### config.mk
export PLATFORM = sky130hd
export DESIGN_NAME = pfcp_panel
export DESIGN_NICKNAME = d
export VERILOG_FILES = /design/src/hw/pfcp_pkg.sv /design/src/hw/pfcp_rise.sv /design/src/hw/pfcp_panel.sv
export SDC_FILE = /design/constraint.sdc
export NUM_CORES = 1
export LEC_CHECK = 0
export BUFFER_PORTS_ARGS = -buffer_cell sky130_fd_sc_hd__buf_4
export CORE_MARGIN = 2
export CORE_UTILIZATION = 40
export DETAILED_ROUTE_END_ITERATION = 16
export GPL_ROUTABILITY_DRIVEN = 1
export PLACE_DENSITY_LB_ADDON = 0.2
export SYNTH_ARGS = -nofsm -noshare
export SYNTH_HDL_FRONTEND = slang
export SYNTH_HIERARCHICAL = 1
export SYNTH_SLANG_ARGS = --single-unit
export TNS_END_PERCENT = 50
### constraint.sdc
create_clock -name i_clk -period 3.4 [get_ports i_clk]
set_input_delay 0.34 -clock i_clk [delete_from_list [all_inputs] [get_ports i_clk]]
set_output_delay 0.34 -clock i_clk [all_outputs]
set_load 0.01 [all_outputs]
### src/hw/pfcp_pkg.sv
package pfcp_pkg;
	localparam int NCH = 6;

	// Register byte offsets
	localparam logic [3:0] REG_ENABLE = 4'h0;
	localparam logic [3:0] REG_MODE = 4'h4;
	localparam logic [3:0] REG_POLARITY = 4'h8;
	localparam logic [3:0] REG_STATUS = 4'hC;
	localparam logic [31:0] RD_UNMAPPED = 32'h0000_0000;

	// Reset values
	localparam logic [5:0] RST_ENABLE = 6'h00;
	localparam logic [5:0] RST_MODE = 6'h00;
	localparam logic [5:0] RST_POLARITY = 6'h00;

	// Status layout: faults in low bits, alarm above
	localparam int STAT_FAULT_LSB = 0;
	localparam int STAT_ALARM_BIT = 8;

	// Blink timing
	localparam int CLK_HZ = 10_000_000;
	localparam int BLINK_HALF_MS = 250;
	localparam int MS_PER_S = 1000;
	localparam int BLINK_HALF_CYC = BLINK_HALF_MS * (CLK_HZ / MS_PER_S);

	// Timing input selection per channel, two bits each, channel 1 lowest
	localparam logic [1:0] TSEL_COMMON = 2'h0;
	localparam logic [1:0] TSEL_FIRST = 2'h1;
	localparam logic [1:0] TSEL_SECOND = 2'h2;
	localparam logic [11:0] TIMING_MAP = {TSEL_SECOND, TSEL_SECOND, TSEL_FIRST,
		TSEL_COMMON, TSEL_COMMON, TSEL_COMMON};

	// Mode identities: bit0 = first mode, bit1 = second mode of each channel
	localparam logic [3:0] MODE_PAIR_FIRST = 4'h1;
	localparam logic [3:0] MODE_PAIR_SECOND = 4'h2;
	localparam logic MODE_A_SIDE = 1'b0;
	localparam logic POL_A = 1'b0;
	localparam logic POL_B = 1'b1;

	typedef struct packed {
		logic read;
		logic write;
		logic [3:0] address;
		logic [31:0] writedata;
	} pfcp_avreq_s;

	typedef struct packed {
		logic green;
		logic red;
		logic pol_a;
		logic pol_b;
		logic mode_second;
		logic sensor;
		logic passage;
		logic timing;
	} pfcp_lamp_s;
endpackage

### src/hw/pfcp_rise.sv
`timescale 1ns/10ps
module pfcp_rise #(
	parameter int W = 7
) (
	input wire logic i_clk,
	input wire logic i_rst,
	input wire logic [W-1:0] i_level,
	output logic [W-1:0] o_rise
);
	logic [W-1:0] prev_ff;

	always_ff @(posedge i_clk) begin
		if (i_rst) begin
			prev_ff <= '0;
		end else begin
			prev_ff <= i_level;
		end
	end

	// One pulse per press, held buttons do not repeat
	assign o_rise = i_level & ~prev_ff;
endmodule

### src/hw/pfcp_panel.sv
// Design decisions made here: the Avalon-MM register port and the placing of the registers.
`timescale 1ns/10ps
module pfcp_panel #(
	parameter int BLINK_HALF_CYC = pfcp_pkg::BLINK_HALF_CYC
) (
	input wire logic i_clk,
	input wire logic i_rst,
	input wire logic [5:0] i_btn_toggle,
	input wire logic i_btn_monitor,
	input wire logic i_btn_reset,
	input wire logic i_op_inhibit,
	input wire logic [5:0] i_fault_event,
	input wire logic [5:0] i_sensor,
	input wire logic [5:0] i_passage_flag,
	input wire logic [5:0] i_passage_used,
	input wire logic i_timing_input_first,
	input wire logic i_timing_input_second,
	input wire logic i_timing_input_common,
	input wire pfcp_pkg::pfcp_avreq_s i_av,
	output logic [31:0] o_av_readdata,
	output logic o_av_waitrequest,
	output pfcp_pkg::pfcp_lamp_s [5:0] o_lamp,
	output logic [5:0] o_stop,
	output logic o_alarm
);
	localparam int BW = $clog2(BLINK_HALF_CYC + 1);

	logic [5:0] en_ff;
	logic [5:0] mode_ff;
	logic [5:0] pol_ff;
	logic [5:0] fault_ff;
	logic alarm_ff;
	logic blink_ff;
	logic [BW-1:0] blink_cnt_ff;
	logic ack_ff;
	logic [31:0] rdata_ff;
	pfcp_pkg::pfcp_lamp_s [5:0] lamp_ff;

	logic [5:0] nxt_en;
	logic [5:0] nxt_mode;
	logic [5:0] nxt_pol;
	logic [5:0] nxt_fault;
	logic nxt_blink;
	logic [BW-1:0] nxt_blink_cnt;
	logic [31:0] nxt_rdata;
	pfcp_pkg::pfcp_lamp_s [5:0] nxt_lamp;

	wire [6:0] rise;
	wire [5:0] tog_press;
	wire rst_press;
	wire [5:0] en_flip;
	wire [5:0] mode_flip;
	wire [5:0] pol_flip;
	wire req;
	wire wr_done;
	wire wr_enable;
	wire wr_mode;
	wire wr_pol;
	wire rd_first;
	wire blink_wrap;
	wire [31:0] status_word;

	function automatic logic timing_of(input logic [1:0] sel, input logic t_first,
		input logic t_second, input logic t_common);
		logic r;
		r = t_common;
		if (sel == pfcp_pkg::TSEL_FIRST) begin
			r = t_first;
		end else if (sel == pfcp_pkg::TSEL_SECOND) begin
			r = t_second;
		end
		return r;
	endfunction

	function automatic logic sensor_active(input logic raw, input logic pol);
		// Polarity B inverts the raw contact sense
		return raw ^ (pol == pfcp_pkg::POL_B);
	endfunction

	function automatic pfcp_pkg::pfcp_lamp_s lamp_of(input logic en, input logic fault,
		input logic mode, input logic pol, input logic sens, input logic pass,
		input logic used, input logic tim, input logic blink);
		pfcp_pkg::pfcp_lamp_s l;
		l.green = en & ~fault;
		l.red = fault & blink;
		l.pol_a = en & (pol == pfcp_pkg::POL_A);
		l.pol_b = en & (pol == pfcp_pkg::POL_B);
		l.mode_second = mode;
		l.sensor = sensor_active(sens, pol);
		l.passage = pass & used;
		l.timing = tim;
		return l;
	endfunction

	pfcp_rise #(
		.W(7)
	) u_rise (
		.i_clk(i_clk),
		.i_rst(i_rst),
		.i_level({i_btn_reset, i_btn_toggle}),
		.o_rise(rise)
	);

	assign tog_press = rise[5:0] & {6{~i_op_inhibit}};
	assign rst_press = rise[6];
	assign en_flip = tog_press & {6{~i_btn_monitor & ~i_btn_reset}};
	assign mode_flip = tog_press & {6{i_btn_monitor}};
	assign pol_flip = tog_press & {6{i_btn_reset}};

	// Bus: one wait cycle, then answer
	assign req = i_av.read | i_av.write;
	assign o_av_waitrequest = req & ~ack_ff;
	assign wr_done = i_av.write & ack_ff;
	assign rd_first = i_av.read & ~ack_ff;
	assign wr_enable = wr_done & (i_av.address == pfcp_pkg::REG_ENABLE);
	assign wr_mode = wr_done & (i_av.address == pfcp_pkg::REG_MODE);
	assign wr_pol = wr_done & (i_av.address == pfcp_pkg::REG_POLARITY);

	// Panel press lands after a same-cycle bus write
	assign nxt_en = (wr_enable ? i_av.writedata[5:0] : en_ff) ^ en_flip;
	assign nxt_mode = (wr_mode ? i_av.writedata[5:0] : mode_ff) ^ mode_flip;
	assign nxt_pol = (wr_pol ? i_av.writedata[5:0] : pol_ff) ^ pol_flip;

	assign nxt_fault = (fault_ff & {6{~rst_press}}) | (i_fault_event & en_ff);

	assign status_word = (32'(fault_ff) << pfcp_pkg::STAT_FAULT_LSB)
		| (32'(alarm_ff) << pfcp_pkg::STAT_ALARM_BIT);
	assign nxt_rdata = (i_av.address == pfcp_pkg::REG_ENABLE) ? 32'(en_ff) :
		(i_av.address == pfcp_pkg::REG_MODE) ? 32'(mode_ff) :
		(i_av.address == pfcp_pkg::REG_POLARITY) ? 32'(pol_ff) :
		(i_av.address == pfcp_pkg::REG_STATUS) ? status_word : pfcp_pkg::RD_UNMAPPED;

	assign blink_wrap = blink_cnt_ff == BW'(BLINK_HALF_CYC - 1);
	assign nxt_blink_cnt = blink_wrap ? '0 : blink_cnt_ff + BW'(1);
	assign nxt_blink = blink_wrap ? ~blink_ff : blink_ff;

	genvar g;
	generate
		for (g = 0; g < pfcp_pkg::NCH; g++) begin : g_ch
			assign nxt_lamp[g] = lamp_of(nxt_en[g], nxt_fault[g], nxt_mode[g], nxt_pol[g],
				i_sensor[g], i_passage_flag[g], i_passage_used[g],
				timing_of(pfcp_pkg::TIMING_MAP[2*g +: 2], i_timing_input_first,
				i_timing_input_second, i_timing_input_common), nxt_blink);
		end
	endgenerate

	always_ff @(posedge i_clk) begin
		if (i_rst) begin
			en_ff <= pfcp_pkg::RST_ENABLE;
			mode_ff <= pfcp_pkg::RST_MODE;
			pol_ff <= pfcp_pkg::RST_POLARITY;
			fault_ff <= '0;
			alarm_ff <= 1'b0;
		end else begin
			en_ff <= nxt_en;
			mode_ff <= nxt_mode;
			pol_ff <= nxt_pol;
			fault_ff <= nxt_fault;
			alarm_ff <= |nxt_fault;
		end
	end

	always_ff @(posedge i_clk) begin
		if (i_rst) begin
			blink_cnt_ff <= '0;
			blink_ff <= 1'b0;
			lamp_ff <= '0;
		end else begin
			blink_cnt_ff <= nxt_blink_cnt;
			blink_ff <= nxt_blink;
			lamp_ff <= nxt_lamp;
		end
	end

	always_ff @(posedge i_clk) begin
		if (i_rst) begin
			ack_ff <= 1'b0;
			rdata_ff <= '0;
		end else begin
			ack_ff <= req & ~ack_ff;
			if (rd_first) begin
				rdata_ff <= nxt_rdata;
			end
		end
	end

	assign o_av_readdata = rdata_ff;
	assign o_lamp = lamp_ff;
	assign o_stop = fault_ff;
	assign o_alarm = alarm_ff;

	generate
		for (g = 0; g < pfcp_pkg::NCH; g++) begin : g_chk

		end
	endgenerate
endmodule

-- Yosys cells after proc, flatten, opt, wreduce, memory -nomap -nowiden
Index checks and enable logic that the tools add are counted.
- register bits after elaboration: 133
- input port bits: 76
- output and inout bits: 88
- word-level logic and storage cells: 146
- add/subtract/negate cells: 1
- equal/unequal tests: 4
- muxes and demuxes: 8
- bitwise gates (word level): 75
- reductions and logical operators: 3
- operators by type and width (operator ; count):
    1-bit bitwise AND ; 37
    6-bit bitwise AND ; 6
    9-bit two-way mux ; 4
    22-bit by 1-bit adder with 22-bit output, second input constant ; 1
    22-bit == test, second input constant ; 1
    6-bit two-way mux ; 3
    1-bit inverter ; 18
    6-bit bitwise XOR ; 3
    6-bit by 9-bit OR with 9-bit output ; 1
    4-bit == test, second input constant ; 2
    7-bit bitwise AND ; 1
    7-bit inverter ; 1
    6-bit OR ; 1
    6-bit OR reduction ; 1
    1-bit bitwise XOR ; 6
    4-bit by 3-bit == test with 1-bit output, second input constant ; 1
    4-bit logical NOT ; 1
    2-bit OR reduction ; 1
    1-bit two-way mux ; 1
    1-bit OR ; 1

-- Logic depth before layout (Yosys ltp)
- depth in word-level cells: 7
- depth in mapped cells: 7
- mapped depth without buffers: 5

-- By module
The synthesis kept the hierarchy.
- by module, submodules not included (module ; instances ; cells an instance ; area an instance (µm²) ; sequential area each (µm²)):
    pfcp_panel ; 1 ; 605 ; 5072.4 ; 1901.8
    pfcp_rise ; 1 ; 21 ; 227.7 ; 140.1

-- Worst setup path before layout
OpenSTA, ideal clock, no wires.
- kind: register to register
- from: reg blink_cnt_ff[0]
- to: reg blink_cnt_ff[2]
- library setup time: 0.128 ns
- arrival: 1.749 ns
- required time: 3.272 ns
- slack: 1.524 ns
- cell stages (with the launch flop): 7
- path buffers: 1
- period minus slack after synthesis: 1.876 ns
- cells stage by stage: dfxtp_1 > ha_1 > nand4_1 > or4_1 > o21bai_1 > clkbuf_1 > nor2_1
- longest elaborated chain between the ends: 2
- elaborated cells between the ends (all ways): 3
- those cells by class: 1 x add/sub; 1 x eq/ne; 1 x reduce/logical
- ends and longest elaborated chain (what ; line ; text):
    start: declaration ; pfcp_panel.sv:34 ; logic [BW-1:0] blink_cnt_ff;
    start signal: assignment ; pfcp_panel.sv:169 ; blink_cnt_ff <= nxt_blink_cnt;
    branches (longest 2 deep; another with 22-bit by 1-bit adder with 22-bit output) ; - ;
Several ways; the timed one is not identified.
A chain may end at the register's enable or synchronous reset.

-- Worst setup path in the final report
- from: reg blink_cnt_ff[0]
- to: reg lamp_ff (netlist bit o_lamp[30])
- longest elaborated chain between the ends: 3
- ends and longest elaborated chain (what ; line ; text):
    22-bit == test ; pfcp_panel.sv:133 ; assign blink_wrap = blink_cnt_ff == BW'(BLINK_HALF_CYC - 1);
    1-bit two-way mux ; pfcp_panel.sv:135 ; assign nxt_blink = blink_wrap ? ~blink_ff : blink_ff;
    1-bit bitwise AND ; pfcp_panel.sv:85 ; l.red = fault & blink;
    end signal: assignment ; pfcp_panel.sv:171 ; lamp_ff <= nxt_lamp;
    end: declaration ; pfcp_panel.sv:37 ; pfcp_pkg::pfcp_lamp_s [5:0] lamp_ff;
Every way passes these cells.

==> flow_metrics.py <==
metrics = {
    "detailed_routing": {
        "dr.first_iter.drc_count": 365,
        "drc": 0,
        "drt_first_pass_iters": 5,
        "via_count": 4935,
        "ant_nets": 0,
        "routed_wl_microns": 14500,
        "vias_per_cell": 5.57,
        "routedWlPerCell_microns": 16.4,
    },
    "pwr": {
        "pwr-share-comb_pct": 12.3,
        "irDropWorstVdd_uv": 201,
        "p_seq_share_pct": 46.2,
        "intPower_w": 0.00206,
        "p_switching_w": 0.000682,
        "netSwitchingFraction_pct": 24.9,
        "pwr-share-clk_pct": 41.4,
        "p_leak_nw": 2.41,
        "power_per_cell_area_nw_per_um2": 425,
    },
    "die": {
        "rows": 42,
        "core_area_sq_um": 13100,
        "io-pin-count": 164,
        "dieArea_sq_um": 14200,
        "start_util_pct": 40.5,
        "die_w_microns": 119,
        "die_y_microns": 119,
    },
    "sta": {
        "slew_viol_final": 0,
        "fin_crit_sh_pct": 66.5,
        "fin_tns_setup_ps": 0,
        "fin_crit_ps": 2260,
        "skew_ps": 7.66,
        "rsz0062_at_grt": "no",
        "finalHoldViolations": 0,
        "slew_headroom_pct": 40.3,
        "setup_viol": 0,
        "worst-slew-pin-transition_ps": 896,
        "fmax_mhz": 442,
    },
    "clock_network": {
        "cts_resized": 0,
        "cts.reportedPaths.clkPinSlew_ps": 70,
        "postCtsSetupBuffers": 0,
        "insertion_delay_ps": 350,
        "cts_tree": "done",
        "ctsHoldBuffers": 0,
        "cts.root.buffer_cell": "clkbuf_16",
        "cts.sinks": 102,
        "clockBufferDepth": 2,
        "h-tree-depth": 3,
        "numCtsBuffers": 9,
    },
    "critical_path": {
        "cp-end-kind": "register",
        "arrival_ps": 2450,
        "path_class": "reg -> reg",
        "start_kind": "register",
        "cp_slowest_cell": "or4_1",
        "crit_fanout": 7,
        "required_ps": 3590,
        "critPathMaxStageDelay_ps": 600,
        "crit_chain": "ha_1 > nand4_1 > or4_1 > o21ai_0 > a21boi_0",
    },
    "logic_synthesis": {
        "synthArstFlopShare_pct": 0,
        "synth_top_area_share_pct": 38.5,
        "yosysSeqAreaShare_pct": 38.5,
        "ys_top_cells_by_area": "dfxtp_1 (39%), nor4b_1 (5.5%), buf_4 (4.0%)",
        "yosys_warnings": 6,
        "ys_types": 52,
        "synth-edff-count": 0,
        "avgSynthCellArea_sq_um": 8.47,
        "ys_ff_latch": 102,
        "syn_area_sq_um": 5300,
        "synth_cells": 626,
        "yosysTopAreaCell": "dfxtp_1",
        "synth_flop_cell": "dfxtp_1",
    },
    "global_routing": {
        "antenna_found_initial": 0,
        "grt_pass1_wl_microns": 23600,
        "grt_overflow": 0,
        "grt_max_degree": 97,
        "track_usage_pct": 20.6,
        "grt_pass1_vias": 4662,
    },
    "layout": {
        "area_growth_pct": 21.6,
        "drive_gt1_share_pct": 22.0,
        "final_cell_mix": "buf_4 (121), dfxtp_1 (102), nor2_1 (52)",
        "fin_area_sq_um": 6440,
        "antennaDiodeCount": 0,
        "final_common_cell": "buf_4",
        "final_nets": 782,
    },
    "place": {
        "dpl_cell_area_sq_um": 6120,
        "gp_congestion": 0.816,
        "hpwl_microns": 10400,
        "io_buffers": 112,
    },
    "min_path": {
        "hp-class": "in -> reg",
    },
    "flow_run": {
        "max-cap-violations": 0,
    },
    "status": {
        "status": "complete, no violations",
    },
}
final cells by class:
class,count,area [sq um]
Multi-Input combinational cell,462,2910
Clock buffer,11,243
Fill cell,1263,6640
Timing Repair Buffer,121,908
Inverter,9,33.8
Tap cell,176,220
Sequential cell,102,2040
Clock inverter,5,86.3
kinds of logic (layout without fill, tap and decap cells):
| kind of cell | after synthesis | count (layout) | synth area share, % |
|---|---|---|---|
| xor gates and xnor gates | 11 | 11 | 1.82 |
| DFF | 102 | 102 | 38.5 |
| adders and majority gates | 1 | 1 | 0.236 |
| buffers and inverters | 86 | 146 | 8.36 |
| AOI/OAI and AO/OA | 118 | 118 | 15.4 |
| and+or+nand+nor | 307 | 307 | 35.6 |
| other | 1 | 25 | 0.0708 |
worst paths after layout:
kind / depth (start not counted) / end / start / slack, ps
max: 5 / o_lamp[30] / blink_cnt_ff[0] / 1140
min: 2 / o_lamp[16] / i_timing_input_common / 200
max reg2reg: 5 / o_lamp[30] / blink_cnt_ff[0] / 1140
min reg2reg: 1 / blink_cnt_ff[0] / blink_cnt_ff[0] / 470
worst max-delay path: cells and delay by family (launching register included):
| family | cells | cell delay (ps) |
|---|---|---|
| AO/OA/AOI/OAI | 2 | 740 |
| adder cells (fa/ha/maj) | 1 | 250 |
| flip-flops | 1 | 370 |
| AND/OR/NAND/NOR | 2 | 740 |
routing by layer:
metal | vias to the layer above | part of all wire, % | global-route usage (%)
li1 | 2406 | - | -
met1 | 2361 | 44 | 26.5
met2 | 151 | 48 | 34.0
met3 | 17 | 5.7 | 4.02
met4 | 0 | 1.7 | 7.59
met5 | - | 0 | 0
metrics by stage:
stage	instances	hold slack, ps	setup WS (ps)	utilization [%]	power, W
after floorplan	650	412	1520	-	0.00150
after global placement	870	442	1020	46.7	0.00162
after detailed placement	870	464	952	46.7	0.00163
after CTS	886	198	1140	49.3	0.00277
after global routing	886	204	869	49.3	0.00286
final	886	201	1140	49.3	0.00274
power groups by stage:
stage / Combinational, W / Clock [W] / Sequential (W)
2_1_floorplan: 0.000203 / 0 / 0.00130
3_3_place_gp: 0.000326 / 0 / 0.00129
3_5_place_dp: 0.000336 / 0 / 0.00129
4_1_cts: 0.000337 / 0.00117 / 0.00127
5_1_grt: 0.000372 / 0.00121 / 0.00127
6_report: 0.000338 / 0.00114 / 0.00127
synth_stat cells, drive strengths merged, types with 7 or more instances:
| cell | count |
|---|---|
| a21boi | 13 |
| a21oi | 16 |
| a311oi | 11 |
| and2 | 13 |
| and3 | 7 |
| and3b | 7 |
| buf | 42 |
| clkbuf | 35 |
| dfxtp | 102 |
| inv | 9 |
| nand2 | 38 |
| nand2b | 14 |
| nand3 | 18 |
| nand3b | 16 |
| nand4 | 18 |
| nor2 | 53 |
| nor2b | 21 |
| nor3 | 16 |
| nor4 | 9 |
| nor4b | 34 |
| o21ai | 32 |
| or3 | 13 |
| or4 | 12 |
sequential cells by signal (all words and copies together), names as in the netlist:
| name | count |
|---|---|
| ack_ff | 1 |
| blink_cnt_ff | 22 |
| blink_ff | 1 |
| en_ff | 6 |
| mode_ff | 5 |
| o_alarm | 1 |
| o_av_readdata | 7 |
| o_lamp | 40 |
| o_stop | 6 |
| pol_ff | 6 |
| u_rise/prev_ff | 7 |
No activity file was read; power rests on OpenSTA's default activity.
